--- config.mk ---
export PLATFORM = sky130hd
export DESIGN_NAME = tmrb_register_bank
export DESIGN_NICKNAME = d
export VERILOG_FILES = /design/src/rtl/tmrb_pkg.sv /design/src/rtl/tmrb_limit_cmp.sv /design/src/rtl/tmrb_register_bank.sv
export SDC_FILE = /design/constraint.sdc
export NUM_CORES = 1
export LEC_CHECK = 0
export BUFFER_PORTS_ARGS = -buffer_cell sky130_fd_sc_hd__buf_4
export CAP_MARGIN = 30
export CORE_MARGIN = 2
export CORE_UTILIZATION = 55
export CTS_CLUSTER_SIZE = 25
export DETAILED_ROUTE_END_ITERATION = 10
export PLACE_DENSITY_LB_ADDON = 0.2
export SKIP_CTS_REPAIR_TIMING = 1
export SLEW_MARGIN = 20
export SYNTH_ARGS = -nofsm -noshare
export SYNTH_HDL_FRONTEND = slang
export SYNTH_HIERARCHICAL = 1
export SYNTH_SLANG_ARGS = --single-unit
--- constraint.sdc ---
create_clock -name clk_sys -period 3.3 [get_ports clk_sys]
set_input_delay 0.165 -clock clk_sys [delete_from_list [all_inputs] [get_ports clk_sys]]
set_output_delay 0.165 -clock clk_sys [all_outputs]
set_load 0.05 [all_outputs]
--- src/rtl/tmrb_pkg.sv ---
// constants for the two-channel temperature monitor register bank
// assumes a byte-level serial bus front end and an external converter
package tmrb_pkg;
  ////////////////////////////////////////////////////////////////////
  // read addresses
  localparam logic [7:0] RD_LOCAL_VALUE  = 8'h00;
  localparam logic [7:0] RD_REMOTE_VALUE = 8'h01;
  localparam logic [7:0] RD_ALARM_FLAGS  = 8'h02;
  localparam logic [7:0] RD_CONTROL      = 8'h03;
  localparam logic [7:0] RD_RATE         = 8'h04;
  localparam logic [7:0] RD_LOCAL_UPPER  = 8'h05;
  localparam logic [7:0] RD_LOCAL_LOWER  = 8'h06;
  localparam logic [7:0] RD_REMOTE_UPPER = 8'h07;
  localparam logic [7:0] RD_REMOTE_LOWER = 8'h08;
  localparam logic [7:0] RD_MAKER_ID     = 8'hfe;
  localparam logic [7:0] RD_REVISION     = 8'hff;
  // write addresses
  localparam logic [7:0] WR_CONTROL      = 8'h09;
  localparam logic [7:0] WR_RATE         = 8'h0a;
  localparam logic [7:0] WR_LOCAL_UPPER  = 8'h0b;
  localparam logic [7:0] WR_LOCAL_LOWER  = 8'h0c;
  localparam logic [7:0] WR_REMOTE_UPPER = 8'h0d;
  localparam logic [7:0] WR_REMOTE_LOWER = 8'h0e;
  localparam logic [7:0] WR_ONE_SHOT     = 8'h0f;
  ////////////////////////////////////////////////////////////////////
  // reset values
  localparam logic [7:0] RST_POINTER     = 8'h00;
  localparam logic [7:0] RST_VALUE       = 8'h00;
  localparam logic [7:0] RST_CONTROL     = 8'h00;
  localparam logic [7:0] RST_RATE        = 8'h02;
  localparam logic [7:0] RST_UPPER       = 8'h7f;
  localparam logic [7:0] RST_LOWER       = 8'hc9;
  // field positions
  localparam int FLAG_BUSY_BIT   = 7;
  localparam int FLAG_LSB_BIT    = 2;
  localparam int CTRL_MASK_BIT   = 7;
  localparam int CTRL_STANDBY_PIN_N_BIT   = 6;
  localparam int RATE_CODE_WIDTH = 3;
  localparam logic [2:0] RATE_FASTEST = 3'h7;
  ////////////////////////////////////////////////////////////////////
  // timing: fastest conversion period, code 7
  localparam int CLK_FREQ_HZ     = 100_000_000;
  localparam int FAST_PERIOD_US  = 125_000;
  localparam int FAST_PERIOD_CYC = FAST_PERIOD_US * (CLK_FREQ_HZ / 1_000_000);
endpackage : tmrb_pkg

--- src/rtl/tmrb_limit_cmp.sv ---
// one channel's limit comparator
// assumes limits and value are two's complement bytes held in flops
`timescale 1ns/1ps
module tmrb_limit_cmp
  import tmrb_pkg::*;
#(
  parameter int WIDTH = 8
)(
  input  wire logic [WIDTH-1:0] value,
  input  wire logic [WIDTH-1:0] upper,
  input  wire logic [WIDTH-1:0] lower,
  output logic                  over,
  output logic                  under
);
  // signed compare; equal to a limit never trips
  assign over  = $signed(value) > $signed(upper);
  assign under = $signed(value) < $signed(lower);
endmodule : tmrb_limit_cmp

--- src/rtl/tmrb_register_bank.sv ---
// register bank, conversion timing and alarm latch of the monitor
// assumes a byte-level bus front end and a converter that reports done
`timescale 1ns/1ps
module tmrb_register_bank
  import tmrb_pkg::*;
#(
  parameter int unsigned    CONV_BASE_CYCLES = FAST_PERIOD_CYC,
  parameter logic [7:0]     MAKER_ID         = 8'h5a, // arbitrary value
  parameter logic [7:0]     REVISION         = 8'h01  // arbitrary value
)(
  input  wire logic       clk_sys,
  input  wire logic       reset_n,
  input  wire logic       bus_start,
  input  wire logic       bus_read,
  input  wire logic       bus_byte_valid,
  input  wire logic [7:0] bus_byte,
  input  wire logic       bus_rd_req,
  input  wire logic       alert_resp,
  input  wire logic       standby_pin_n,
  input  wire logic       adc_done,
  input  wire logic [7:0] adc_local,
  input  wire logic [7:0] adc_remote,
  input  wire logic       adc_open,
  output logic [7:0]      rd_data,
  output logic            rd_valid,
  output logic            conv_start,
  output logic            alert_o,
  output logic            alert_oe
);
  ////////////////////////////////////////////////////////////////////
  // state
  logic [7:0]  pointer;
  logic        wr_first;
  logic [7:0]  local_temp_value;
  logic [7:0]  remote_temp_value;
  logic [7:0]  device_control;
  logic [7:0]  sample_rate_select;
  logic [7:0]  local_upper_bound;
  logic [7:0]  local_lower_bound;
  logic [7:0]  remote_upper_bound;
  logic [7:0]  remote_lower_bound;
  logic [4:0]  flags;
  logic        open_state;
  logic        busy;
  logic        alarm_latch;
  logic [31:0] timer;
  logic [31:0] period_last;
  logic        standby;
  logic        data_wr;
  logic        ptr_wr;
  logic        one_shot_wr;
  logic        status_rd;
  logic        timer_due;
  logic [4:0]  cond;
  logic        local_over_limit;
  logic        local_under_limit;
  logic        remote_over_limit;
  logic        remote_under_limit;
  logic [7:0]  next_rd_data;

  ////////////////////////////////////////////////////////////////////
  // write transaction decode: first byte is the pointer
  assign ptr_wr      = bus_byte_valid && wr_first;
  assign data_wr     = bus_byte_valid && !wr_first && !bus_read;
  assign one_shot_wr = data_wr && pointer == WR_ONE_SHOT;
  assign status_rd   = bus_rd_req && pointer == RD_ALARM_FLAGS;

  // byte order tracker within one write
  always_ff @(posedge clk_sys)
  begin
    if (!reset_n)
      wr_first <= 1'b0;
    else if (bus_start)
      wr_first <= !bus_read;
    else if (bus_byte_valid)
      wr_first <= 1'b0;
  end

  // pointer; no address of its own
  always_ff @(posedge clk_sys)
  begin
    if (!reset_n)
      pointer <= RST_POINTER;
    else if (ptr_wr)
      pointer <= bus_byte;
  end

  ////////////////////////////////////////////////////////////////////
  // writable registers; writes to read addresses or above 0f do nothing
  always_ff @(posedge clk_sys)
  begin
    if (!reset_n)
    begin
      device_control     <= RST_CONTROL;
      sample_rate_select <= RST_RATE;
      local_upper_bound  <= RST_UPPER;
      local_lower_bound  <= RST_LOWER;
      remote_upper_bound <= RST_UPPER;
      remote_lower_bound <= RST_LOWER;
    end
    else if (data_wr)
    begin
      unique case (pointer)
        WR_CONTROL:      device_control     <= bus_byte & 8'hc0;
        WR_RATE:         sample_rate_select <= bus_byte;
        WR_LOCAL_UPPER:  local_upper_bound  <= bus_byte;
        WR_LOCAL_LOWER:  local_lower_bound  <= bus_byte;
        WR_REMOTE_UPPER: remote_upper_bound <= bus_byte;
        WR_REMOTE_LOWER: remote_lower_bound <= bus_byte;
        default:         device_control     <= device_control;
      endcase
    end
  end

  ////////////////////////////////////////////////////////////////////
  // value registers; the bus has no path into them
  always_ff @(posedge clk_sys)
  begin
    if (!reset_n)
    begin
      local_temp_value  <= RST_VALUE;
      remote_temp_value <= RST_VALUE;
      open_state        <= 1'b0;
    end
    else if (adc_done)
    begin
      local_temp_value  <= adc_local;
      remote_temp_value <= adc_remote;
      open_state        <= adc_open;
    end
  end

  ////////////////////////////////////////////////////////////////////
  // conversion timing
  assign standby   = device_control[CTRL_STANDBY_PIN_N_BIT] || !standby_pin_n;
  // slowest code is 128 base periods, still inside 32 bits
  assign period_last = (CONV_BASE_CYCLES << (RATE_FASTEST -
                        sample_rate_select[RATE_CODE_WIDTH-1:0])) - 32'd1;
  assign timer_due = !standby && timer >= period_last;

  // free-running period counter, cleared and held at zero in standby
  always_ff @(posedge clk_sys)
  begin
    if (!reset_n)
      timer <= 32'd0;
    else if (standby || timer_due)
      timer <= 32'd0;
    else
      timer <= timer + 32'd1;
  end

  // start pulse: period tick or one-shot; never while busy
  always_ff @(posedge clk_sys)
  begin
    if (!reset_n)
      conv_start <= 1'b0;
    else
      conv_start <= !busy && !conv_start && (timer_due || one_shot_wr);
  end

  // busy from start to the converter's done
  always_ff @(posedge clk_sys)
  begin
    if (!reset_n)
      busy <= 1'b0;
    else if (conv_start)
      busy <= 1'b1;
    else if (adc_done)
      busy <= 1'b0;
  end

  ////////////////////////////////////////////////////////////////////
  // comparisons on the stored values
  tmrb_limit_cmp #(.WIDTH(8)) u_local_cmp (
    .value (local_temp_value),
    .upper (local_upper_bound),
    .lower (local_lower_bound),
    .over  (local_over_limit),
    .under (local_under_limit)
  );

  tmrb_limit_cmp #(.WIDTH(8)) u_remote_cmp (
    .value (remote_temp_value),
    .upper (remote_upper_bound),
    .lower (remote_lower_bound),
    .over  (remote_over_limit),
    .under (remote_under_limit)
  );

  assign cond = {local_over_limit, local_under_limit,
                 remote_over_limit, remote_under_limit, open_state};

  // sticky flags; a live condition beats the read clear
  always_ff @(posedge clk_sys)
  begin
    if (!reset_n)
      flags <= 5'h00;
    else
      flags <= cond | (flags & ~{5{status_rd}});
  end

  // alarm latch survives status reads, cleared by alert response
  always_ff @(posedge clk_sys)
  begin
    if (!reset_n)
      alarm_latch <= 1'b0;
    else if (|flags)
      alarm_latch <= 1'b1;
    else if (alert_resp && !(|cond))
      alarm_latch <= 1'b0;
  end

  // open drain: only ever pulls low
  assign alert_o  = 1'b0;
  assign alert_oe = alarm_latch && !device_control[CTRL_MASK_BIT];

  ////////////////////////////////////////////////////////////////////
  // read mux; write-only addresses read as zero
  always_comb
  begin
    next_rd_data = 8'h00;
    unique case (pointer)
      RD_LOCAL_VALUE:  next_rd_data = local_temp_value;
      RD_REMOTE_VALUE: next_rd_data = remote_temp_value;
      RD_ALARM_FLAGS:  next_rd_data = {busy, flags, 2'b00};
      RD_CONTROL:      next_rd_data = device_control;
      RD_RATE:         next_rd_data = sample_rate_select;
      RD_LOCAL_UPPER:  next_rd_data = local_upper_bound;
      RD_LOCAL_LOWER:  next_rd_data = local_lower_bound;
      RD_REMOTE_UPPER: next_rd_data = remote_upper_bound;
      RD_REMOTE_LOWER: next_rd_data = remote_lower_bound;
      RD_MAKER_ID:     next_rd_data = MAKER_ID;
      RD_REVISION:     next_rd_data = REVISION;
      default:         next_rd_data = 8'h00;
    endcase
  end

  // read byte captured on request, valid one cycle later
  always_ff @(posedge clk_sys)
  begin
    if (!reset_n)
    begin
      rd_data  <= 8'h00;
      rd_valid <= 1'b0;
    end
    else
    begin
      rd_valid <= bus_rd_req;
      if (bus_rd_req)
        rd_data <= next_rd_data;
    end
  end
endmodule : tmrb_register_bank

==> results of run 1 <==
-- synth_stat cells (all sizes together), types with 7 or more instances --
cell	count	area [µm²]
nand3	39	195
o21ai	24	120
xor2	20	175
nor2b	44	275
ha	58	726
a21boi	19	143
xnor2	9	78.8
nor3	39	223
a21oi	32	168
a21o	7	52.6
inv	44	165
mux2i	51	510
nor2	30	120
nand2	81	304
dfxtp	117	2340
nand4	22	138
clkbuf	31	116
and3	12	75.1
-- registers in the layout (all words and copies together) (netlist names) --
signal	count
alarm_latch	1
busy	1
conv_start	1
device_control	2
flags	5
local_lower_bound	8
local_temp_value	8
local_upper_bound	8
open_state	1
pointer	8
rd_data	8
rd_valid	1
remote_lower_bound	8
remote_temp_value	8
remote_upper_bound	8
sample_rate_select	8
timer	32
wr_first	1
-- worst max-delay path: cells and delay by family, from the launching register on --
kind                     cells  cell delay [ns]
flip-flops                   1             0.51
buffers and inverters        2             0.58
AO/OA/AOI/OAI                2             0.67
AND/OR/NAND/NOR              4             0.55
adder cells (fa/ha/maj)      1             0.30
-- per-stage QoR --
step	power [W]	cell area, µm²	util
final	0.00354	7800	0.652
after CTS	0.00355	7760	0.649
after floorplan	0.00167	6740	-
after global routing	0.00367	7800	0.652
after global placement	0.00177	7190	0.601
after detailed placement	0.00178	7190	0.601
-- power by group through the flow --
stage / Sequential [W] / Clock (W) / Combinational [W]
floorplan: 0.00151 / 0 / 0.000165
global placement: 0.00151 / 0 / 0.000266
detailed placement: 0.00151 / 0 / 0.000274
CTS: 0.00148 / 0.00179 / 0.000277
global route: 0.00148 / 0.00188 / 0.000308
finish: 0.00148 / 0.00178 / 0.000285
-- path summary, 6_finish.rpt --
check	cells past startpoint	slack, ns	from	end
setup / recovery	9	0.61	sample_rate_select[0]$_SDFFE_PN0P_	timer[3]$_SDFF_PP0_
hold / removal	3	-0.004	adc_remote[3]	remote_temp_value[3]$_SDFFE_PN0P_
setup reg to reg	9	0.61	sample_rate_select[0]$_SDFFE_PN0P_	timer[3]$_SDFF_PP0_
hold reg to reg	2	0.46	rd_data[6]$_SDFFE_PN0P_	rd_data[6]$_SDFFE_PN0P_
-- area by class of cell --
type	count	area (µm²)	share of cell area
well taps	147	184	0.0236
multi-input cells	574	4090	0.525
repair buffers	58	443	0.0568
flip-flops and latches	117	2340	0.300
clock inverters	11	108	0.0138
inverters	45	169	0.0217
clock buffers	21	460	0.0591
-- layer usage --
metal,up-vias,GRT usage,share of wire
li1,2842,-,-
met2,205,0.441,0.45
met1,2776,0.389,0.45
met4,0,0.118,0.023
met5,-,0,0
met3,34,0.0932,0.078
-- cells by family (layout without fill, tap and decap cells) --
family | after synthesis | in the layout | synth area share
AND/OR/NAND/NOR | 295 | 295 | 0.230
AO/OA/AOI/OAI | 130 | 130 | 0.129
flip-flops | 117 | 117 | 0.348
buffers and inverters | 82 | 135 | 0.0476
multiplexers | 60 | 60 | 0.0992
adder cells (fa/ha/maj) | 58 | 58 | 0.108
XOR/XNOR | 29 | 29 | 0.0377
other | 2 | 2 | 0.00112
==> summary.md, run 1 <==
| Metric | Value |
|---|---|
| Most frequent cells in the layout | `dfxtp_1 (117), nand2_1 (81), ha_1 (58)` |
| Final setup TNS | `0 ns` |
| Power per Cell Area | `454 mW/mm²` |
| Starting density of the core | `0.563` |
| Worst stage delay on the critical path | `0.51 ns` |
| First-pass GRT wire length | `29,300 µm` |
| TritonCTS clock tree | `built` |
| Die X | `115 µm` |
| CTS H-tree depth | `4` |
| Total GRT Usage | `0.293` |
| Post-route setup slack | `0.608 ns` |
| WL/cell | `18.4 µm` |
| Pint | `0.00270 W` |
| NetSw | `0.000841 W` |
| Fillers | `1,026` |
| Type of the worst setup path | `reg -> reg` |
| CP max-delay cell | `dfxtp_1` |
| Area growth syn-to-layout | `15.8%` |
| Crit path max fanout | `32` |
| Hold Path Class | `in -> reg` |
| HPWL after DPL | `13,000 µm` |
| Crit path DAT | `3.03 ns` |
| Final Net Count | `905` |
| Power share of the clock group | `0.502` |
| Unrepaired setup endpoints after global routing | `no` |
| WL final | `17,900 µm` |
| Ys async rst share | `0` |
| Hold Slack | `-0.00432 ns` |
| Setup-failing EPs final | `0` |
| Initial drt markers | `521` |
| Pre-CTS worst setup slack | `0.656 ns` |
| ANT cells | `0` |
| Die Ht | `115 µm` |
| Root Buffer | `clkbuf_16` |
| Vias in the first global route | `5,731` |
| Sw frac | `0.237` |
| Crit. End Element | `flip-flop` |
| Die Area | `0.0131 mm²` |
| Kind of start point of the critical path | `flip-flop` |
| Post-synthesis area per instance | `8.71 µm²` |
| Largest net degree at the start of global routing | `82` |
| Detailed Routing Iterations Pass 1 | `7` |
| Worst-path cell chain | `clkinv_1 > o21ai_0 > ha_1 > nand4_1 > nor2_1 > a221oi_1 > nand4_1 > buf_4 > nor3_1` |
| Seq/Total Area, Yosys | `0.348` |
| Clock Latency Late Sink | `0.43 ns` |
| Row cnt | `40` |
| Minimum clock period after layout | `2.69 ns` |
| Mapped Area | `0.00674 mm²` |
| Mapped Nets | `865` |
| Share of cells above drive strength 1 | `0.132` |
| Worst-Margin Slew | `0.927 ns` |
| Max_slew headroom | `0.381` |
| Post-synth EDFFs | `0` |
| Crit path top cell by count | `nand4_1` |
| I/O pin total | `46` |
| Initial antenna violation count | `0` |
| Tcrit/Tclk final | `0.816` |
| Yosys cell types | `64` |
| Yosys Warn Count | `6` |
| Antenna Violating Nets Remaining | `0` |
| # Max-Cap Violations | `0` |
| Fmax | `371 MHz` |
| Total grt overflow | `0` |
| Flop pwr share | `0.418` |
| Hold Vio Cnt, Final | `4` |
| Cells after Synth | `773` |
| CTS buffer count | `17` |
| Violated checks | `negative hold slack` |
| CTS max path bufs | `2` |
| Required time worst endpoint | `3.64 ns` |
| Detailed-route vias per instance | `6.02` |
| Input/output buffers | `44` |
| Setup Skew | `0.00923 ns` |
| # DRC | `0` |
| FF+latch count, synth | `117` |
| Primary FF master, synth | `dfxtp_1` |
| Status | `finished with violations` |
| Most common cell after layout, fill and taps aside | `dfxtp_1` |
| Lkg Pwr | `3.32 nW` |
| GP Congestion | `0.934` |
| Peak supply drop | `473 µV` |
| CTS sink cnt | `117` |
| Final Max Slew Viols | `0` |
| Reg clk slew, reported paths | `0.05 ns` |
| Logic pwr share | `0.080` |
| Core box area | `0.0120 mm²` |
| Vias after detailed routing | `5,857` |
| Non-filler cells, final | `973` |
| Placed insts | `938` |
Note: power is estimated with default switching activity, not from simulation.
==> inputs of run 2 (changes only) <==
ABC_AREA = 1   (was default)
clock period = 2.3 ns   (was 3.3 ns; I/O delays follow)
==> run 2 against run 1 <==
Net effect:
- the run still ends with negative hold slack left
- routed wire length is 9.9% higher
- first-iteration DRC count is 42% higher
- via count is 17% higher
- cell area is 9.7% higher
- sequential share of layout area is 2.6 points lower
- clock skew is 0.0019 ns lower
- utilization is 2.3 points higher
- critical path depth is 7 higher
- worst setup slack worse by 0.57 ns
- critical path type unchanged
==> summary.md, run 2 <==
| Metric | Value |
|---|---|
| Seq/Total Area, Yosys | `0.326 (-0.0213)` |
| Setup Skew | `0.00735 ns (-0.00188 ns)` |
| Worst-path cell chain | `nand2_4 > inv_2 > nor2_4 > inv_2 > nor2_2 > ha_4 > nand2_1 > inv_1 > nand2_1 > nand2_1 > nand2_1 > nand2_2 > a21oi_2 > nand4_4 > clkbuf_16 > nor2_1` |
| Antenna Violating Nets Remaining | `0 (unchanged)` |
| Peak supply drop | `509 µV (+7.6%)` |
| Die Area | `0.0140 mm² (+6.3%)` |
| Largest net degree at the start of global routing | `49 (-40%)` |
| Yosys top cell area share | `0.326 (-0.0213)` |
| Flop pwr share | `0.406 (-0.012)` |
| Share of cells above drive strength 1 | `0.160 (+0.0280)` |
| Cells after Synth | `1,039 (+34%)` |
| Logic pwr share | `0.105 (+0.025)` |
| Primary FF master, synth | `dfxtp_1` |
| Placed insts | `1,242 (+32%)` |
| Placed Area | `0.00765 mm² (+6.4%)` |
| Top post-synthesis cells by area | `dfxtp_1 (33%), nand2_1 (12%), ha_1 (10%), nor2_1 (7.4%), inv_1 (6.3%)` |
| Count leader, synth | `nand2_1` |
| Core box area | `0.0127 mm² (+5.9%)` |
| Fmax | `443 MHz (+19%)` |
| Yosys cell types | `46 (-28%)` |
| Most common cell after layout, fill and taps aside | `nand2_1` |
| Worst-Margin Slew | `0.652 ns (-0.276 ns)` |
| Non-filler cells, final | `1,291 (+33%)` |
| # DRC | `0 (unchanged)` |
| Total GRT Usage | `0.278 (-0.0143)` |
| Area of the multi-input gates | `0.00425 mm² (+4.0%)` |
| Clock Latency Late Sink | `0.41 ns (-0.02 ns)` |
| Crit path top cell by count | `nand2_1` |
| Final Max Slew Viols | `0 (unchanged)` |
| Area growth syn-to-layout | `19.2%` |
| Initial drt markers | `741 (+42%)` |
| WL/cell | `15.2 µm (-17%)` |
| Design area | `0.00856 mm² (+9.7%)` |
| FF+latch count, synth | `117 (unchanged)` |
| Crit path DAT | `2.61 ns (-0.42 ns)` |
| Sw frac | `0.247 (+0.00956)` |
| Tcrit/Tclk final | `0.982 (+0.166)` |
| Total grt overflow | `0 (unchanged)` |
| Initial antenna violation count | `0 (unchanged)` |
| Max reg flops | `32 (unchanged)` |
| Final setup TNS | `0 ns (unchanged)` |
| Hold Vio Cnt, Final | `2 (-2)` |
| Final Net Count | `1,200 (+33%)` |
| Hold Path Class | `in -> reg` |
| Die X | `118 µm (+3.1%)` |
| Most frequent cells in the layout | `nand2_1 (232), nor2_1 (132), inv_1 (117)` |
| FF+latch area | `0.00235 mm² (+0.32%)` |
| Mapped Area | `0.00718 mm² (+6.5%)` |
| Root Buffer | `clkbuf_16` |
| Crit path max fanout | `8 (-75%)` |
| Pint | `0.00395 W (+46%)` |
| I/O pin total | `46 (unchanged)` |
| Mapped Nets | `1,131 (+31%)` |
| Reg clk slew, reported paths | `0.05 ns (about the same)` |
| WL final | `19,700 µm (+9.9%)` |
| Minimum clock period after layout | `2.26 ns (-0.433 ns)` |
| Crit. End Element | `flip-flop` |
| Lkg Pwr | `4.21 nW (+27%)` |
| Row cnt | `41 (+2.5%)` |
| Vias after detailed routing | `6,870 (+17%)` |
| Design Power | `0.00524 W (+48%)` |
| Post-synth EDFFs | `0 (unchanged)` |
| Most instantiated cells after synthesis | `nand2_1 (238), nor2_1 (141), inv_1 (121)` |
| HPWL after DPL | `14,100 µm (+8.7%)` |
| Ys async rst share | `0 (unchanged)` |
| Hold Slack | `-0.00353 ns (+0.000792 ns)` |
| Violated checks | `negative hold slack` |
| Kind of start point of the critical path | `flip-flop` |
| Starting density of the core | `0.566 (+0.00323)` |
| GP Congestion | `0.940 (+0.65%)` |
| Yosys Warn Count | `6 (unchanged)` |
| Detailed-route vias per instance | `5.32 (-12%)` |
| Max_slew headroom | `0.565 (+0.184)` |
| Biggest register | `timer` |
| Input/output buffers | `44 (unchanged)` |
| Post-synthesis area per instance | `6.91 µm² (-21%)` |
| CTS max path bufs | `2 (unchanged)` |
| Status | `finished with violations` |
| CTS sink cnt | `117 (unchanged)` |
| Cell taking the most area after synthesis | `dfxtp_1` |
| Unrepaired setup endpoints after global routing | `yes` |
| Required time worst endpoint | `2.65 ns (-0.99 ns)` |
| Type of the worst setup path | `reg -> reg` |
| Power share of the clock group | `0.489 (-0.013)` |
| # Max-Cap Violations | `0 (unchanged)` |
| First-pass GRT wire length | `31,000 µm (+5.7%)` |
| NetSw | `0.00129 W (+54%)` |
| Setup-failing EPs final | `0 (unchanged)` |
| Die Ht | `118 µm (+3.1%)` |
| CTS buffer count | `17 (unchanged)` |
| Power per Cell Area | `613 mW/mm² (+35%)` |
| CTS H-tree depth | `4 (unchanged)` |
| Fillers | `1,117 (+8.9%)` |
| Fin util | `0.675 (+0.0234)` |
| Detailed Routing Iterations Pass 1 | `6 (-1)` |
| Worst stage delay on the critical path | `0.39 ns (-0.12 ns)` |
| Vias in the first global route | `6,279 (+9.6%)` |
| TritonCTS clock tree | `built` |
| ANT cells | `0 (unchanged)` |
| CP max-delay cell | `dfxtp_4` |
==> run 2: cell count changes in the layout (fill, tap and decap cells not counted), sizes merged, moves of 12 or more <==
cell / previous run / this run
a21boi: 19 / 0
dlygate4sd3: 3 / 15
o211ai: 2 / 23
nor2: 30 / 167
nand2: 81 / 246
inv: 44 / 131
nand4: 22 / 6
nand3: 39 / 80
nor3: 39 / 19
a21oi: 32 / 67
mux2i: 51 / 0
o21ai: 24 / 48
nor2b: 44 / 0
==> run 2: metrics by stage <==
stage,setup slack [ns],hold WS (ns)
final,0.0409,-0.00353
after global routing,-0.0708,0.00137
after CTS,0.0690,-0.120
after detailed placement,0.0965,0.314
after global placement,0.194,0.310
after floorplan,0.119,0.211
==> run 2: final timing paths <==
path                                 startpoint              endpoint  slack [ns]  cells past startpoint
max          sample_rate_select[2]$_SDFFE_PN0P_  timer[14]$_SDFF_PP0_        0.04                     16
min                                  bus_rd_req   rd_valid$_SDFF_PN0_      -0.004                      3
max reg2reg  sample_rate_select[2]$_SDFFE_PN0P_  timer[14]$_SDFF_PP0_        0.04                     16
min reg2reg                 timer[0]$_SDFF_PP0_   timer[0]$_SDFF_PP0_        0.45                      1
==> run 2: cell families after synthesis <==
| logic type | count (synthesis) | synth area share |
|---|---|---|
| xor gates and xnor gates | 23 | 0.0281 |
| AOI/OAI and AO/OA | 145 | 0.117 |
| buffers and inverters | 159 | 0.0949 |
| other | 2 | 0.00105 |
| and+or+nand+nor | 535 | 0.331 |
| DFF | 117 | 0.326 |
| adders and majority gates | 58 | 0.101 |
==> run 2: metal layers <==
| metal | GRT usage | routed length (µm) | up-vias |
|---|---|---|---|
| met4 | 0.0753 | 240 | 0 |
| met2 | 0.414 | 8540 | 264 |
| met5 | 0 | 0 | - |
| met1 | 0.409 | 9180 | 3087 |
| li1 | - | - | 3497 |
| met3 | 0.0536 | 1690 | 22 |
==> run 2: critical path: cells and delay by family, from the launching register on <==
family | cells | cell delay (ns)
AO/OA/AOI/OAI | 1 | 0.20
buffers and inverters | 4 | 0.42
adder cells (fa/ha/maj) | 1 | 0.22
AND/OR/NAND/NOR | 10 | 0.96
flip-flops | 1 | 0.39
==> run 2: final cells by class <==
class / count / area share
multi-input cells: 763 / 0.497
flip-flops and latches: 117 / 0.275
repair buffers: 76 / 0.0771
clock buffers: 27 / 0.0623
inverters: 133 / 0.0589
well taps: 172 / 0.0252
clock inverters: 3 / 0.00468
==> run 2: power by group through the flow <==
stage | Clock (W) | Sequential, W | Combinational [W]
CTS | 0.00258 | 0.00213 | 0.000509
global placement | 0 | 0.00217 | 0.000498
finish | 0.00256 | 0.00213 | 0.000553
global route | 0.00268 | 0.00213 | 0.000607
detailed placement | 0 | 0.00217 | 0.000506
floorplan | 0 | 0.00219 | 0.000348
==> inputs of run 3 (changes only) <==
==> constraint.sdc (replaced) <==
create_clock -name clk_sys -period 2.3 [get_ports clk_sys]
set_input_delay 0.46 -clock clk_sys [delete_from_list [all_inputs] [get_ports clk_sys]]
set_output_delay 0.46 -clock clk_sys [all_outputs]
set_load 0.05 [all_outputs]
==> run 3 against run 2 <==
Net effect:
- the run now ends clean
- non-clock buffer count decreased by 11
- first-iteration DRC count grew 3.1%
- total power rose by 6.2%
- clock power rose by 13%
- die area did not move
- routed wire length shrank 0.30%
- clock skew rose by 0.0033 ns
- global-route usage is 0.36 points lower
- final cell count decreased by 0.77%
- via count grew 0.84%
- worst setup slack improved by 0.022 ns
- critical path type unchanged
- largest cell class unchanged
- highest routed layer unchanged
==> summary.md, run 3 (synthesis gave the netlist of run 2 again) <==
| Metric | Value |
|---|---|
| Biggest register | `timer` |
| Hold Path Class | `in -> reg` |
| Fin util | `0.670 (-0.00523)` |
| Total grt overflow | `0 (unchanged)` |
| Clock Latency Late Sink | `0.43 ns (+0.02 ns)` |
| Area growth syn-to-layout | `18.3%` |
| Initial drt markers | `764 (+3.1%)` |
| Hold Vio Cnt, Final | `0 (-2)` |
| Worst-Margin Slew | `0.643 ns (-0.00879 ns)` |
| Row cnt | `41 (unchanged)` |
| Input/output buffers | `44 (unchanged)` |
| Share of cells above drive strength 1 | `0.167 (+0.00685)` |
| Most common cell after layout, fill and taps aside | `nand2_1` |
| First-pass GRT wire length | `30,500 µm (-1.5%)` |
| Detailed Routing Iterations Pass 1 | `7 (+1)` |
| Post-route setup slack | `0.0628 ns (+0.0220 ns)` |
| Area of the multi-input gates | `0.00423 mm² (-0.47%)` |
| Status | `finished, final reports clean` |
| Starting density of the core | `0.566 (unchanged)` |
| Detailed-route vias per instance | `5.41 (+1.6%)` |
| Final Max Slew Viols | `0 (unchanged)` |
| Minimum clock period after layout | `2.24 ns (-0.0220 ns)` |
| Vias after detailed routing | `6,928 (+0.84%)` |
| Crit path max fanout | `8 (unchanged)` |
| Crit path top cell by count | `nand2_1` |
| Final setup TNS | `0 ns (unchanged)` |
| CP max-delay cell | `dfxtp_4` |
| CTS sink cnt | `117 (unchanged)` |
| Die Area | `0.0140 mm² (unchanged)` |
| Design area | `0.00849 mm² (-0.78%)` |
| CTS buffer count | `17 (unchanged)` |
| Fillers | `1,140 (+2.1%)` |
| I/O pin total | `46 (unchanged)` |
| CTS H-tree depth | `4 (unchanged)` |
| Initial antenna violation count | `0 (unchanged)` |
| Root Buffer | `clkbuf_16` |
| Largest net degree at the start of global routing | `44 (-10%)` |
| Max reg flops | `32 (unchanged)` |
| Buf+Inv Stages, Crit Path | `4 (unchanged)` |
| Crit. End Element | `flip-flop` |
| Setup-failing EPs final | `0 (unchanged)` |
| FF+latch area | `0.00235 mm² (+0.16%)` |
| Crit path DAT | `2.60 ns (about the same)` |
| Total GRT Usage | `0.275 (-0.00361)` |
| Die X | `118 µm (unchanged)` |
| Core box area | `0.0127 mm² (unchanged)` |
| TritonCTS clock tree | `built` |
| Setup Skew | `0.0107 ns (+0.00331 ns)` |
| Antenna Violating Nets Remaining | `0 (unchanged)` |
| WL/cell | `15.3 µm (+0.48%)` |
| Fmax | `447 MHz (+0.98%)` |
| Die Ht | `118 µm (unchanged)` |
| Reg clk slew, reported paths | `0.06 ns (about the same)` |
| Kind of start point of the critical path | `flip-flop` |
| Most frequent cells in the layout | `nand2_1 (233), nor2_1 (131), inv_1 (116)` |
| CTS max path bufs | `2 (unchanged)` |
| Tcrit/Tclk final | `0.973 (-0.00956)` |
| Type of the worst setup path | `reg -> reg` |
| GP Congestion | `0.958 (+1.9%)` |
| Peak supply drop | `555 µV (+9.0%)` |
| # DRC | `0 (unchanged)` |
| Lkg Pwr | `4.19 nW (-0.48%)` |
| Power per Cell Area | `656 mW/mm² (+7.0%)` |
| Worst-path cell chain | `nand2_4 > inv_2 > nor2_4 > inv_2 > nor2_2 > ha_1 > nand2_2 > inv_2 > nand2_1 > nand2_1 > nand2_1 > nand2_1 > a21oi_2 > nand4_4 > clkbuf_16 > nor2_1` |
| Worst stage delay on the critical path | `0.40 ns (about the same)` |
| Top delay family on crit path | `simple AND/OR/NAND/NOR gates` |
| Vias in the first global route | `6,116 (-2.6%)` |
| HPWL after DPL | `14,100 µm (about the same)` |
| WL final | `19,600 µm (-0.30%)` |
| # Max-Cap Violations | `0 (unchanged)` |
| Pre-CTS worst setup slack | `0.0696 ns (-0.0269 ns)` |
| Final Net Count | `1,189 (-0.92%)` |
| ANT cells | `0 (unchanged)` |
| Placed Area | `0.00764 mm² (about the same)` |
| Required time worst endpoint | `2.66 ns (about the same)` |
| Max_slew headroom | `0.570 (+0.00530)` |
==> run 3: cell types whose count changed in the layout (fill, tap and decap cells not counted), sizes merged <==
cell / before / now
buf: 59 / 63
dlygate4sd3: 15 / 0
bufinv: 1 / 5
clkinvlp: 0 / 1
clkbuf: 29 / 23
clkinv: 4 / 6
==> run 3: final timing paths <==
kind | start | end | slack [ns] | cells after the start
hold reg to reg | timer[0]$_SDFF_PP0_ | timer[0]$_SDFF_PP0_ | 0.44 | 1
setup reg to reg | sample_rate_select[2]$_SDFFE_PN0P_ | timer[12]$_SDFF_PP0_ | 0.06 | 16
setup / recovery | sample_rate_select[2]$_SDFFE_PN0P_ | timer[12]$_SDFF_PP0_ | 0.06 | 16
hold / removal | bus_start | wr_first$_SDFFE_PN0P_ | 0.22 | 2
==> run 3: report_power, final <==
| part | total [W] | internal, W | switching, W | leakage (nW) |
|---|---|---|---|---|
| registers | 0.00213 | 0.00208 | 0.0000493 | 0.953 |
| logic | 0.000536 | 0.000182 | 0.000354 | 2.92 |
| clock network | 0.00290 | 0.00196 | 0.000943 | 0.313 |
==> run 3: through the flow <==
stage / cells / hold slack, ns / total power, W
3_3_place_gp: 1241 / 0.430 / 0.00267
3_5_place_dp: 1241 / 0.440 / 0.00267
2_1_floorplan: 1039 / 0.417 / 0.00253
5_1_grt: 1281 / 0.233 / 0.00572
4_1_cts: 1272 / 0.215 / 0.00556
6_report: 1281 / 0.224 / 0.00557
==> run 3: cell type report <==
type,instances,area share
well taps,172,0.0253
repair buffers,65,0.0644
clock buffers,21,0.0542
multi-input cells,763,0.499
flip-flops and latches,117,0.277
inverters,133,0.0591
clock inverters,10,0.0209
==> run 3: per-layer routing <==
layer  share of wire  global-route usage  vias up
met3           0.077              0.0623       30
met1            0.48               0.398     3162
met5               0                   0        -
met2            0.43               0.396      277
met4           0.018               0.100        0
li1                -                   -     3459
